===== src/shared/itc_pkg.sv =====
// constants for the interrupt triggered transfer controller
// Function
// RULE_01 - one channel per activating source; activation request starts that channel
// RULE_02 - normal mode: one datum moved per request
// RULE_03 - repeat mode: one datum per request, address returns after repeat size
// RULE_04 - block mode: one whole block per request, 1 to 256 data
// RULE_05 - unit sizes byte, word and longword
// RULE_06 - block counter 01h is 1, FFh is 255, 00h is 256
// RULE_07 - normal and repeat modes ignore the block count register
// RULE_08 - chain transfer runs several channels on one activation
// RULE_09 - chain select 0 chains always; 1 only when counter ends
// RULE_10 - short-address mode sign-extends from bit 23; full mode uses 32 bits
// RULE_11 - cpu interrupt on request source, per datum, or at count end
// RULE_12 - event link pulse per datum, or per block in block mode
// RULE_13 - read skip reuses cached transfer information for the same channel
// RULE_14 - write-back skips fixed address fields
// RULE_15 - write-back disable bit b0 of mode A suppresses write-back
// RULE_16 - sequence transfer: first datum selects one of 256 sequences
// RULE_17 - sequence runs whole or suspends, resuming on the next request
// RULE_18 - mode B bit b0 is sequence end, bit b1 index table reference
// RULE_19 - optional displacement added to the source address
// RULE_20 - vector base ignores b31..b28, extends b27, low 10 bits zero
// RULE_21 - module stop halts all operation; here only the transfer engine freezes, the register bus still answers
// RULE_22 - vector table at base indexed by source locates transfer information
// RULE_23 - software configures everything before activations are allowed
package itc_pkg;
  // register byte offsets
  localparam logic [7:0] OFS_CTRL     = 8'h00;
  localparam logic [7:0] OFS_VBASE    = 8'h04;
  localparam logic [7:0] OFS_IBASE    = 8'h08;
  localparam logic [7:0] OFS_SEQEN    = 8'h0c;
  localparam logic [7:0] OFS_DISP     = 8'h10;
  localparam logic [7:0] OFS_STATUS   = 8'h14;
  // operation_control fields
  localparam int CTL_ENABLE   = 0;
  localparam int CTL_STOP     = 1;
  localparam int CTL_SHORT    = 2;
  localparam int CTL_RDSKIP   = 3;
  // mode_reg_a fields
  localparam int MRA_WRITEBACK_DISABLE    = 0;
  localparam int MRA_SZ_LO    = 4;
  localparam int MRA_MD_LO    = 6;
  localparam int MRA_SMFIX    = 2;
  localparam int MRA_SMINC    = 3;
  // mode_reg_b fields
  localparam int MRB_SEQUENCE_END    = 0;
  localparam int MRB_INDEX_TABLE_REF     = 1;
  localparam int MRB_DMFIX    = 2;
  localparam int MRB_DMINC    = 3;
  localparam int MRB_DISPEN   = 4;
  localparam int MRB_CHSEL    = 6;
  localparam int MRB_CHEN     = 7;
  localparam int MRB_DISEL    = 5;
  // mode_reg_c fields
  localparam int MRC_IRQEND   = 0;
  localparam int MRC_IRQSRC   = 1;
  // mode encodings
  localparam logic [1:0] MD_NORMAL = 2'h0;
  localparam logic [1:0] MD_REPEAT = 2'h1;
  localparam logic [1:0] MD_BLOCK  = 2'h2;
  localparam logic [1:0] SZ_BYTE   = 2'h0;
  localparam logic [1:0] SZ_WORD   = 2'h1;
  localparam logic [1:0] SZ_LONG   = 2'h2;
  // transfer information layout in memory (byte offsets)
  localparam logic [31:0] TI_MODE  = 32'h0000_0000;
  localparam logic [31:0] TI_SRC   = 32'h0000_0004;
  localparam logic [31:0] TI_DST   = 32'h0000_0008;
  localparam logic [31:0] TI_CNT   = 32'h0000_000c;
  localparam logic [31:0] TI_NEXT  = 32'h0000_0010;
  localparam logic [31:0] VBASE_KEEP = 32'h0fff_fc00;
  localparam logic [31:0] IBASE_KEEP = 32'hffff_fffc;
  localparam logic [15:0] SEQEN_RST  = 16'h0000;
  localparam logic [1:0]  RESP_OKAY   = 2'h0;
  localparam logic [1:0]  RESP_SLVERR = 2'h2;
endpackage


===== src/rtl/itc_controller.sv =====
// interrupt triggered transfer controller with axi4-lite registers and a memory port
//
// The register addresses and the AXI4-Lite slave port were chosen for this implementation.
`timescale 1ns/1ps
`default_nettype none
module itc_controller #(
  parameter int SRC_W = 8
) (
  input  wire logic                sys_clk,
  input  wire logic                rst,
  input  wire logic [7:0]          sAwaddr,
  input  wire logic                sAwvalid,
  output logic                     sAwready,
  input  wire logic [31:0]         sWdata,
  input  wire logic [3:0]          sWstrb,
  input  wire logic                sWvalid,
  output logic                     sWready,
  output logic [1:0]               sBresp,
  output logic                     sBvalid,
  input  wire logic                sBready,
  input  wire logic [7:0]          sAraddr,
  input  wire logic                sArvalid,
  output logic                     sArready,
  output logic [31:0]              sRdata,
  output logic [1:0]               sRresp,
  output logic                     sRvalid,
  input  wire logic                sRready,
  input  wire logic                actReq,
  input  wire logic [SRC_W-1:0]    actSrc,
  output logic                     actAck,
  output logic                     memReq,
  output logic                     memWrite,
  output logic [31:0]              memAddr,
  output logic [1:0]               memSize,
  output logic [31:0]              memWdata,
  input  wire logic                memAck,
  input  wire logic [31:0]         memRdata,
  output logic                     cpuIrq,
  output logic [SRC_W-1:0]         cpuIrqSrc,
  output logic                     eventLink
);
  import itc_pkg::*;

  initial begin
    if (SRC_W < 1 || SRC_W > 8) $error("SRC_W must be 1..8");
  end

  typedef enum {ST_IDLE, ST_VEC, ST_INFO, ST_RD, ST_WR, ST_WB, ST_NEXT} itc_state_t;

  typedef struct packed {
    logic             awHeld;
    logic [7:0]       awAddr;
    logic             wHeld;
    logic [31:0]      wData;
    logic [3:0]       wStrb;
    logic             bValid;
    logic [1:0]       bResp;
    logic             rValid;
    logic [31:0]      rData;
    logic [1:0]       rResp;
    logic [7:0]       operationControl;
    logic [31:0]      vectorTableBase;
    logic [31:0]      indexTableBase;
    logic [15:0]      sequenceEnable;
    logic [31:0]      addressDisplacement;
    itc_state_t       st;
    logic [2:0]       infoIdx;
    logic [SRC_W-1:0] src;
    logic [SRC_W-1:0] cachedSrc;
    logic             cacheValid;
    logic [31:0]      infoAddr;
    logic [7:0]       modeRegA;
    logic [7:0]       modeRegB;
    logic [7:0]       modeRegC;
    logic [31:0]      srcAddr;
    logic [31:0]      dstAddr;
    logic [15:0]      transferCountA;
    logic [15:0]      blockCount;
    logic [31:0]      nextInfo;
    logic [8:0]       blkLeft;
    logic             firstDatum;
    logic             seqActive;
    logic [31:0]      data;
    logic             chainGo;
    logic             endOfCount;
    logic             busy;
    logic             memReq;
    logic             memWrite;
    logic [31:0]      memAddr;
    logic [1:0]       memSize;
    logic [31:0]      memWdata;
    logic             actAck;
    logic             cpuIrq;
    logic [SRC_W-1:0] cpuIrqSrc;
    logic             eventLink;
  } itc_regs_t;

  itc_regs_t r;
  itc_regs_t next_r;

  ////////////////////////////////////////////////////////////////////////////
  // helpers
  function automatic logic [31:0] mapAddr(input logic [31:0] a, input logic shortMode);
    mapAddr = shortMode ? {{8{a[23]}}, a[23:0]} : a; // [RULE_10]
  endfunction

  function automatic logic [31:0] unitBytes(input logic [1:0] sz);
    unitBytes = (sz == SZ_LONG) ? 32'h4 : (sz == SZ_WORD) ? 32'h2 : 32'h1; // [RULE_05]
  endfunction

  function automatic logic [31:0] stepAddr(input logic [31:0] a, input logic fix,
                                           input logic inc, input logic [1:0] sz);
    stepAddr = fix ? a : (inc ? a + unitBytes(sz) : a - unitBytes(sz));
  endfunction

  logic [31:0] wMerged;
  logic [31:0] curRd;
  always_comb begin
    curRd = 32'h0;
    case (r.awAddr)
      OFS_CTRL:  curRd = {24'h0, r.operationControl};
      OFS_VBASE: curRd = r.vectorTableBase;
      OFS_IBASE: curRd = r.indexTableBase;
      OFS_SEQEN: curRd = {16'h0, r.sequenceEnable};
      OFS_DISP:  curRd = r.addressDisplacement;
      default:   curRd = 32'h0;
    endcase
    for (int i = 0; i < 4; i++) begin
      wMerged[i*8 +: 8] = r.wStrb[i] ? r.wData[i*8 +: 8] : curRd[i*8 +: 8];
    end
  end

  ////////////////////////////////////////////////////////////////////////////
  // next state
  always_comb begin
    logic        shortM;
    logic [1:0]  md;
    logic [1:0]  sz;
    logic [15:0] cnt;
    logic        cntEnd;
    shortM = r.operationControl[CTL_SHORT];
    md     = r.modeRegA[MRA_MD_LO +: 2];
    sz     = r.modeRegA[MRA_SZ_LO +: 2];
    cnt    = r.transferCountA;
    cntEnd = 1'b0;
    next_r = r;
    next_r.actAck    = 1'b0;
    next_r.cpuIrq    = 1'b0;
    next_r.eventLink = 1'b0;

    // register bus slave: address and data taken in either order
    if (sAwvalid && !r.awHeld) begin
      next_r.awHeld = 1'b1;
      next_r.awAddr = sAwaddr;
    end
    if (sWvalid && !r.wHeld) begin
      next_r.wHeld = 1'b1;
      next_r.wData = sWdata;
      next_r.wStrb = sWstrb;
    end
    if (r.awHeld && r.wHeld && !r.bValid) begin
      next_r.awHeld = 1'b0;
      next_r.wHeld  = 1'b0;
      next_r.bValid = 1'b1;
      next_r.bResp  = RESP_OKAY;
      case (r.awAddr)
        OFS_CTRL:  next_r.operationControl = wMerged[7:0];
        OFS_VBASE: next_r.vectorTableBase =
                     {{4{wMerged[27]}}, wMerged[27:0]} & ~32'h3ff; // [RULE_20]
        OFS_IBASE: next_r.indexTableBase = wMerged & IBASE_KEEP;
        OFS_SEQEN: next_r.sequenceEnable = wMerged[15:0];
        OFS_DISP:  next_r.addressDisplacement = wMerged;
        default:   next_r.bResp = RESP_SLVERR;
      endcase
    end
    if (r.bValid && sBready) next_r.bValid = 1'b0;
    if (sArvalid && !r.rValid) begin
      next_r.rValid = 1'b1;
      next_r.rResp  = RESP_OKAY;
      case (sAraddr)
        OFS_CTRL:   next_r.rData = {24'h0, r.operationControl};
        OFS_VBASE:  next_r.rData = r.vectorTableBase;
        OFS_IBASE:  next_r.rData = r.indexTableBase;
        OFS_SEQEN:  next_r.rData = {16'h0, r.sequenceEnable};
        OFS_DISP:   next_r.rData = r.addressDisplacement;
        OFS_STATUS: next_r.rData = {15'h0, r.seqActive, r.transferCountA};
        default: begin
          next_r.rData = 32'h0;
          next_r.rResp = RESP_SLVERR;
        end
      endcase
    end
    if (r.rValid && sRready) next_r.rValid = 1'b0;

    // transfer engine; module stop freezes it where it stands
    if (!r.operationControl[CTL_STOP]) begin // [RULE_21]
      case (r.st)
        ST_IDLE: begin
          if (actReq && r.operationControl[CTL_ENABLE]) begin // [RULE_01] [RULE_23]
            next_r.actAck = 1'b1;
            next_r.src    = actSrc;
            next_r.busy   = 1'b1;
            if (r.operationControl[CTL_RDSKIP] && r.cacheValid && r.cachedSrc == actSrc) begin
              next_r.st      = ST_RD; // [RULE_13]
              next_r.blkLeft = (md == MD_BLOCK) ? {r.blockCount[7:0] == 8'h0,
                                 r.blockCount[7:0]} : 9'h1; // [RULE_04] [RULE_06] [RULE_07]
            end else begin
              next_r.st      = ST_VEC;
              next_r.memReq  = 1'b1;
              next_r.memWrite = 1'b0;
              next_r.memSize = SZ_LONG;
              next_r.memAddr = mapAddr(r.vectorTableBase +
                               {{(30-SRC_W){1'b0}}, actSrc, 2'h0}, shortM); // [RULE_22]
            end
            if (r.seqActive && r.sequenceEnable[0]) next_r.st = ST_INFO; // [RULE_17]
          end
        end
        ST_VEC: if (memAck) begin
          next_r.infoAddr = memRdata;
          next_r.infoIdx  = 3'h0;
          next_r.memReq   = 1'b0;
          next_r.st       = ST_INFO;
        end
        ST_INFO: begin
          next_r.memReq   = !(memAck && r.memReq);
          next_r.memWrite = 1'b0;
          next_r.memSize  = SZ_LONG;
          if (!r.memReq) next_r.memAddr = mapAddr(r.infoAddr + {27'h0, r.infoIdx, 2'h0}, shortM);
          if (memAck && r.memReq) begin
            case (r.infoIdx)
              3'h0: begin
                next_r.modeRegA = memRdata[31:24];
                next_r.modeRegB = memRdata[23:16];
                next_r.modeRegC = memRdata[15:8];
              end
              3'h1: next_r.srcAddr = memRdata;
              3'h2: next_r.dstAddr = memRdata;
              3'h3: {next_r.transferCountA, next_r.blockCount} = memRdata;
              default: next_r.nextInfo = memRdata;
            endcase
            next_r.infoIdx = r.infoIdx + 3'h1;
            if (r.infoIdx == 3'h4) begin
              next_r.memReq     = 1'b0;
              next_r.cacheValid = 1'b1;
              next_r.cachedSrc  = r.src;
              next_r.firstDatum = !r.seqActive;
              next_r.st         = ST_RD;
              next_r.blkLeft    = (r.modeRegA[MRA_MD_LO +: 2] == MD_BLOCK) ?
                                  {r.blockCount[7:0] == 8'h0, r.blockCount[7:0]} : 9'h1;
              if (r.modeRegC[MRC_IRQSRC]) begin
                next_r.cpuIrq    = 1'b1; // [RULE_11]
                next_r.cpuIrqSrc = r.src;
              end
            end
          end
        end
        ST_RD: begin
          next_r.memReq   = 1'b1;
          next_r.memWrite = 1'b0;
          next_r.memSize  = sz;
          next_r.memAddr  = mapAddr(r.modeRegB[MRB_DISPEN] ?
                            r.srcAddr + r.addressDisplacement : r.srcAddr, shortM); // [RULE_19]
          if (memAck && r.memReq) begin
            next_r.data   = memRdata;
            next_r.memReq = 1'b0;
            next_r.st     = ST_WR;
          end
        end
        ST_WR: begin
          next_r.memReq   = 1'b1;
          next_r.memWrite = 1'b1;
          next_r.memSize  = sz;
          next_r.memAddr  = mapAddr(r.dstAddr, shortM);
          next_r.memWdata = r.data;
          if (memAck && r.memReq) begin
            next_r.memReq  = 1'b0;
            next_r.memWrite = 1'b0;
            next_r.srcAddr = stepAddr(r.srcAddr, r.modeRegA[MRA_SMFIX], r.modeRegA[MRA_SMINC], sz);
            next_r.dstAddr = stepAddr(r.dstAddr, r.modeRegB[MRB_DMFIX], r.modeRegB[MRB_DMINC], sz);
            next_r.blkLeft = r.blkLeft - 9'h1;
            if (md != MD_BLOCK || r.blkLeft == 9'h1) begin
              next_r.eventLink = 1'b1; // [RULE_02] [RULE_12]
              if (md == MD_REPEAT) begin
                cntEnd = (cnt[7:0] == 8'h1); // [RULE_03]
                next_r.transferCountA = cntEnd ? {cnt[15:8], cnt[15:8]} :
                                        {cnt[15:8], cnt[7:0] - 8'h1};
                if (cntEnd) begin
                  if (!r.modeRegA[MRA_SMFIX]) next_r.srcAddr = r.srcAddr - {24'h0,
                    cnt[15:8] - 8'h1} * stepAddr(32'h0, 1'b0, r.modeRegA[MRA_SMINC], sz);
                end
              end else begin
                cntEnd = (cnt == 16'h1);
                next_r.transferCountA = cnt - 16'h1;
              end
              next_r.endOfCount = cntEnd;
              next_r.chainGo = r.modeRegB[MRB_CHEN] &&
                               (!r.modeRegB[MRB_CHSEL] || cntEnd); // [RULE_08] [RULE_09]
              if ((r.modeRegC[MRC_IRQEND] && cntEnd) || !r.modeRegC[MRC_IRQEND]) begin
                next_r.cpuIrq    = r.modeRegC[MRC_IRQEND] ? 1'b1 : r.modeRegA[1]; // [RULE_11]
                next_r.cpuIrqSrc = r.src;
              end
              next_r.st = ST_WB;
              next_r.infoIdx = 3'h1;
            end else next_r.st = ST_RD;
            if (r.firstDatum && r.sequenceEnable[0]) begin
              next_r.firstDatum = 1'b0; // [RULE_16]
              next_r.seqActive  = 1'b1;
              next_r.infoAddr   = r.modeRegB[MRB_INDEX_TABLE_REF] ? // [RULE_18]
                                  r.indexTableBase + {22'h0, r.data[7:0], 2'h0} : r.infoAddr;
            end
          end
        end
        ST_WB: begin
          // write back only the changed fields, unless disabled
          if (r.modeRegA[MRA_WRITEBACK_DISABLE]) begin // [RULE_15]
            next_r.st = ST_NEXT;
          end else if ((r.infoIdx == 3'h1 && r.modeRegA[MRA_SMFIX]) ||
                       (r.infoIdx == 3'h2 && r.modeRegB[MRB_DMFIX])) begin
            next_r.infoIdx = r.infoIdx + 3'h1; // [RULE_14]
          end else if (r.infoIdx == 3'h4) begin
            next_r.memReq = 1'b0;
            next_r.st     = ST_NEXT;
          end else begin
            next_r.memReq   = 1'b1;
            next_r.memWrite = 1'b1;
            next_r.memSize  = SZ_LONG;
            next_r.memAddr  = mapAddr(r.infoAddr + {27'h0, r.infoIdx, 2'h0}, shortM);
            next_r.memWdata = (r.infoIdx == 3'h1) ? r.srcAddr :
                              (r.infoIdx == 3'h2) ? r.dstAddr :
                              {r.transferCountA, r.blockCount};
            if (memAck && r.memReq) begin
              next_r.memReq  = 1'b0;
              next_r.memWrite = 1'b0;
              next_r.infoIdx = r.infoIdx + 3'h1;
            end
          end
        end
        ST_NEXT: begin
          // a sequence continues until its end marker, chains follow the link word
          if (r.seqActive && !r.modeRegB[MRB_SEQUENCE_END] && !r.modeRegB[MRB_DISEL]) begin
            next_r.infoAddr = r.nextInfo;
            next_r.infoIdx  = 3'h0;
            next_r.st       = ST_INFO; // [RULE_17]
          end else if (r.seqActive && !r.modeRegB[MRB_SEQUENCE_END]) begin
            next_r.infoAddr = r.nextInfo;
            next_r.st       = ST_IDLE; // suspended, resumes here [RULE_17]
            next_r.busy     = 1'b0;
          end else if (r.chainGo) begin
            next_r.infoAddr = r.nextInfo;
            next_r.infoIdx  = 3'h0;
            next_r.st       = ST_INFO; // [RULE_08]
          end else begin
            next_r.seqActive = 1'b0;
            next_r.busy      = 1'b0;
            next_r.st        = ST_IDLE;
          end
          next_r.chainGo = 1'b0;
        end
        default: next_r.st = ST_IDLE;
      endcase
    end
  end

  ////////////////////////////////////////////////////////////////////////////
  // state register
  always_ff @(posedge sys_clk) begin
    if (rst) begin
      r <= '0;
      r.st <= ST_IDLE;
      r.sequenceEnable <= SEQEN_RST;
    end else begin
      r <= next_r;
    end
  end

  assign sAwready  = !r.awHeld;
  assign sWready   = !r.wHeld;
  assign sBvalid   = r.bValid;
  assign sBresp    = r.bResp;
  assign sArready  = !r.rValid;
  assign sRvalid   = r.rValid;
  assign sRdata    = r.rData;
  assign sRresp    = r.rResp;
  assign actAck    = r.actAck;
  assign memReq    = r.memReq;
  assign memWrite  = r.memWrite;
  assign memAddr   = r.memAddr;
  assign memSize   = r.memSize;
  assign memWdata  = r.memWdata;
  assign cpuIrq    = r.cpuIrq;
  assign cpuIrqSrc = r.cpuIrqSrc;
  assign eventLink = r.eventLink;
endmodule
`default_nettype wire


===== config.mk =====
export PLATFORM = sky130hd
export DESIGN_NAME = itc_controller
export DESIGN_NICKNAME = d
export VERILOG_FILES = /design/src/shared/itc_pkg.sv /design/src/rtl/itc_controller.sv
export SDC_FILE = /design/constraint.sdc
export NUM_CORES = 2
export LEC_CHECK = 0
export ABC_AREA = 1
export BUFFER_PORTS_ARGS = -buffer_cell sky130_fd_sc_hd__buf_2
export CAP_MARGIN = 30
export CORE_UTILIZATION = 25
export DETAILED_ROUTE_END_ITERATION = 10
export PLACE_DENSITY = 0.52
export SLEW_MARGIN = 10
export SYNTH_ARGS = -nofsm -noshare
export SYNTH_HDL_FRONTEND = slang
export SYNTH_SLANG_ARGS = --single-unit

===== constraint.sdc =====
create_clock -name sys_clk -period 6.1 [get_ports sys_clk]
set_clock_uncertainty 0.15 [all_clocks]
set_input_delay 1.22 -clock sys_clk [delete_from_list [all_inputs] [get_ports sys_clk]]
set_output_delay 1.22 -clock sys_clk [all_outputs]
set_load 0.05 [all_outputs]

# After elaboration in Yosys (flattened, before gate mapping)
# Index checks and enable logic that the tools add are counted.
# totals
regBits	548
out_inout_bits	120
wordCells	321
input_bits	101
# op_classes
bitwise	5
eq_ne	60
n_addsub	15
n_mux	112
n_mul	1
reduce_logical	83
# op_table
operator	n
32-bit two-way mux	34
32-bit case mux with 7 select lines	1
32-bit case mux with 6 select lines	1
35-bit case mux with 5 select lines	1
80-bit case mux with 2 select lines	1
35-bit two-way mux	4
138-bit two-way mux	1
68-bit two-way mux	2
32-bit case mux with 4 select lines	1
32-bit adder	3
32-bit by 3-bit equality test with 1-bit output (second input constant)	3
32-bit case mux with 3 select lines	1
32-bit subtractor	3
80-bit two-way mux	1
36-bit two-way mux	2
67-bit two-way mux	1
32-bit by 2-bit equality test with 1-bit output (second input constant)	2
32-bit case mux with 2 select lines	1
9-bit two-way mux	7
2-bit inequality test (second input constant)	25
7-bit AND reduction	6
8-bit two-way mux	5
32-bit by 10-bit adder with 32-bit output	1
32-bit by 5-bit adder with 32-bit output	1
58 further kinds	168

# Depth between registers and ports, before layout
# depth
ltp_word	13
depth_mapped	31
depth_no_buf	31

# Worst setup path after synthesis
# OpenSTA, ideal clock, no wires.
# synth_timing
kind	flip-flop to flip-flop
startpoint	register r[272] in the netlist's numbering
endpoint	register r[249] in the netlist's numbering
arrival_ns	6.074
setup_time_ns	0.119
path_slack_ns	-0.243
n_path_buf	1
synth_period_minus_slack_ns	6.343
stages_incl_launch_ff	26
required_time_ns	5.831
path_cell_list	dfxtp_1 > clkbuf_1 > inv_1 > nand2_1 > fa_1 > inv_1 > fa_1 > inv_1 > fa_1 > inv_1 > fa_1 > inv_1 > ha_1 > nand2_1 > nor2_1 > inv_1 > nor3_1 > nand2_1 > nand3_1 > nand2_1 > nand3_1 > nand3_1 > nand2_1 > nand2_1 > nand2_1 > a21oi_1
# synth_via
elab_chain_len	9
elab_cells_between_ends	11
# synth_rtl
element	line	source
start: declaration	itc_controller.sv:98	itc_regs_t r;
start signal: assignment	itc_controller.sv:372	r <= next_r;
32-bit two-way mux	itc_controller.sv:113	stepAddr = fix ? a : (inc ? a + unitBytes(sz) : a - unitBytes(sz));
8-bit by 32-bit multiplier with 32-bit output	itc_controller.sv:289	cnt[15:8] - 8'h1} * stepAddr(32'h0, 1'b0, r.modeRegA[MRA_SMINC], sz);
32-bit subtractor	itc_controller.sv:288	if (!r.modeRegA[MRA_SMFIX]) next_r.srcAddr = r.srcAddr - {24'h0,
32-bit two-way mux	itc_controller.sv:288	
32-bit two-way mux	itc_controller.sv:287	if (cntEnd) begin
32-bit two-way mux	itc_controller.sv:283	if (md == MD_REPEAT) begin
32-bit two-way mux (*)	itc_controller.sv:281	if (md != MD_BLOCK || r.blkLeft == 9'h1) begin
80-bit two-way mux (*)	itc_controller.sv:275	if (memAck && r.memReq) begin
80-bit case mux with 2 select lines (*)	itc_controller.sv:197	case (r.st)
# Every way passes the cells marked *; elsewhere a longest branch is shown, timed or not. The select of a mux whose other input is x is not followed.
# A chain may end at the register's enable or synchronous reset.

# Worst setup path after layout
# layout_timing
startpoint	register r[274] in the netlist's numbering
endpoint	register r[232] in the netlist's numbering
# layout_via
elab_chain_len	13
elab_cells_between_ends	18
# layout_rtl
element	line	source
2-bit by 1-bit equality test with 1-bit output	itc_controller.sv:108	unitBytes = (sz == SZ_LONG) ? 32'h4 : (sz == SZ_WORD) ? 32'h2 : 32'h1;
2-bit two-way mux	itc_controller.sv:108	
3-bit two-way mux (*)	itc_controller.sv:108	
1-bit by 3-bit subtractor with 4-bit output	itc_controller.sv:113	
32-bit two-way mux	itc_controller.sv:113	
8-bit by 32-bit multiplier with 32-bit output	itc_controller.sv:289	
32-bit subtractor	itc_controller.sv:288	
32-bit two-way mux	itc_controller.sv:288	
32-bit two-way mux	itc_controller.sv:287	
32-bit two-way mux	itc_controller.sv:283	
32-bit two-way mux (*)	itc_controller.sv:281	
80-bit two-way mux (*)	itc_controller.sv:275	
80-bit case mux with 2 select lines (*)	itc_controller.sv:197	
# Marked as above.

==> metrics <==
post-detail-place hpwl=147,000 um; most used cell, CP=inv_1; DRT Pass-1 Iters=6; via count=42,781; Rows=144; Design Area, Final=0.0444 sq mm; CTS Buf Count=66; # H-tree levels=3; Post-DRT Antenna Nets=0; clk buf depth=3; Hold Path Cell Cnt=2; HP Start=r[168]; Synth Flop Type=dfxtp_1; Sink Count=510; DP Area=0.0421 sq mm; Synth area leaders=dfxtp_1, nand2_1, a21oi_1; first-pass GRT wire length=272,000 um; Filler Cell Count=17,414; Register-to-Register Path Depth=26; Tot Pwr=10,900 uW; Synth Instances=6,117; outcome=completed; CP delay by family, top=adder cells; crit path DAT=6.37 ns; EDFF count, synth=0; Worst-Margin Slew=1.08 ns; period utilization=0.968; Post CTS Setup Buffer Count=0; Finished Core Util=0.287; commonest non-fill, non-tap cell in the layout=nand2_1; Detailed Route Iter0 Violations=5,229; Worst path max stage delay=0.52 ns; Worst R2R Start=r[274]; critical path data required time=6.57 ns; io pins=221; Worst-path clk slew=0.07 ns; RD Place Congestion=0.989; Unique masters post-synth=68; TritonCTS clock tree=done; GR Overflow Total=0; Final setup viols=0; Hold Path Class=flop to flop; DR vias/cell=5.18; Post-Synth Adder-Cell Area=0.108; port buffer count=218; Lkg Pwr=0.0203 uW; area growth from synthesis to layout=13.4%; Tmin final=5.90 ns; Avg Inst Size Synth=6.41 sq um; vias in the first global route=39,151; hold_buf cts=0; Slew HR=0.277; Routed WL=189,000 um; Worst setup EP type=flop; startpoint types=flop; FF-to-FF End=r[232]; crit path buf inv count=7; P per Cell Area=246 mW/mm^2; Peak Freq=169 MHz; die width=398 um; largest net degree at the start of global routing=165; most frequent cells in the layout=nand2_1, inv_1, a21oi_1; Synth Area in Compound Gates=0.229; # Max-Cap Violations=0; WS Path Type=flop to flop; Hold Path Sink=r[168]; Fin. Hold Viols=0; full die area=0.158 sq mm; clk_lat worst skew=0.69 ns; post-synth top area cell=dfxtp_1; initial antenna violation count=17; R2R setup slack=0.20 ns; Simple-Gate Fraction of Synth Area=0.252; worst IR drop on VDD=0.000195 V; Global Route Usage Sum=0.232; Residual DRC=0; count of cells resized by post-cts repair=0; Synth Warn #=0; xor and xnor area share after synthesis=0.0192; Routed WL per cell=22.9 um; sequential share of the synthesized area=0.261; Post-synth ARST share=0; Clock Root Buffer=clkbuf_16; Yosys reg bits=510; area of the mapped netlist=0.0392 sq mm; Worst path slowest cell=fa_1; largest family of logic cells by synthesized area=simple AND/OR/NAND/NOR gates; Starting Density=0.253; share of cells above drive strength 1=0.0867; Synth top area share=0.261; Slew Limit Fails=0; Final #Nets=6,541; mux cell area share after synthesis=0; Die H=398 um; Core ar.=0.155 sq mm; RSZ-0062 raised after global routing=true; Crit Path Max Fanout=5
## sequential cells by signal, indices dropped and copies added, names as in the netlist
register   flops
memSize        2
memWdata      32
memAddr       32
sRdata        32
cpuIrqSrc      8
cpuIrq         1
memWrite       1
eventLink      1
sBresp         1
memReq         1
sRresp         1
sRvalid        1
r            395
actAck         1
sBvalid        1
## cells in the mapped netlist (42+ instances only)
library cell,number
fa_1,108
a21oi_1,701
a31oi_1,51
o22ai_1,76
o211ai_1,42
o21ai_0,595
xor2_1,66
nand2_1,1249
dfxtp_1,510
clkbuf_1,193
nor2_1,554
inv_1,855
nand4_1,68
ha_1,165
nand3_1,332
nor3_1,95
buf_4,118
## worst min-delay path, cell delays in order (launching register included)
cell and delay (ns):
dfxtp_1 0.30, inv_1 0.06, a21oi_1 0.05
## cells by family after synthesis
kind of cell,count (synthesis)
and+or+nand+nor,2367
AOI/OAI and AO/OA,1637
adders and majority gates,273
xor gates and xnor gates,86
DFF,510
buffers and inverters,1243
other,1
## final cells by class
type	instances	area (sq um)	share of cell area
multi-input cells	4365	23900	0.539
flip-flops and latches	510	10200	0.230
inverters	880	3310	0.0746
well taps	2044	2560	0.0576
repair buffers	344	2150	0.0483
clock buffers	93	1910	0.0429
clock inverters	27	325	0.00732
diodes	3	7.51	0.000169
## through the flow
step	hold slack, ns	instances	setup TNS, ns	setup WS [ns]
after global routing	0.325	8263	-0.00769	-0.00723
after floorplan	0.274	6118	0	0.0698
after detailed placement	0.292	8143	0	0.176
final	0.302	8266	0	0.195
after CTS	0.302	8263	0	0.170
after global placement	0.287	8131	0	0.0783
## per-layer routing
metal | up-vias | wire length, um | global-route usage
li1 | 20200 | - | -
met1 | 20307 | 84300 | 0.328
met2 | 1956 | 78900 | 0.341
met3 | 310 | 18500 | 0.0485
met4 | 8 | 7560 | 0.0839
met5 | - | 54 | 0
## how the worst max path moves through the flow
stage	from	end	slack (ns)	cells after the start
3_5_place_dp	r[273]	r[232]	0.18	25
2_1_floorplan	r[272]	r[249]	0.07	25
6_report	r[274]	r[232]	0.20	26
5_1_grt	r[182]	r[251]	-0.007	27
4_1_cts	r[273]	r[232]	0.17	25
3_3_place_gp	r[273]	r[232]	0.08	25
## report_power, final
| part | internal, uW | total, uW | switching [uW] |
|---|---|---|---|
| sequential | 3460 | 3600 | 142 |
| combinational | 938 | 3170 | 2230 |
| clock | 2420 | 4140 | 1720 |
| total | 6820 | 10900 | 4100 |
No activity file was read; power rests on OpenSTA's default activity.
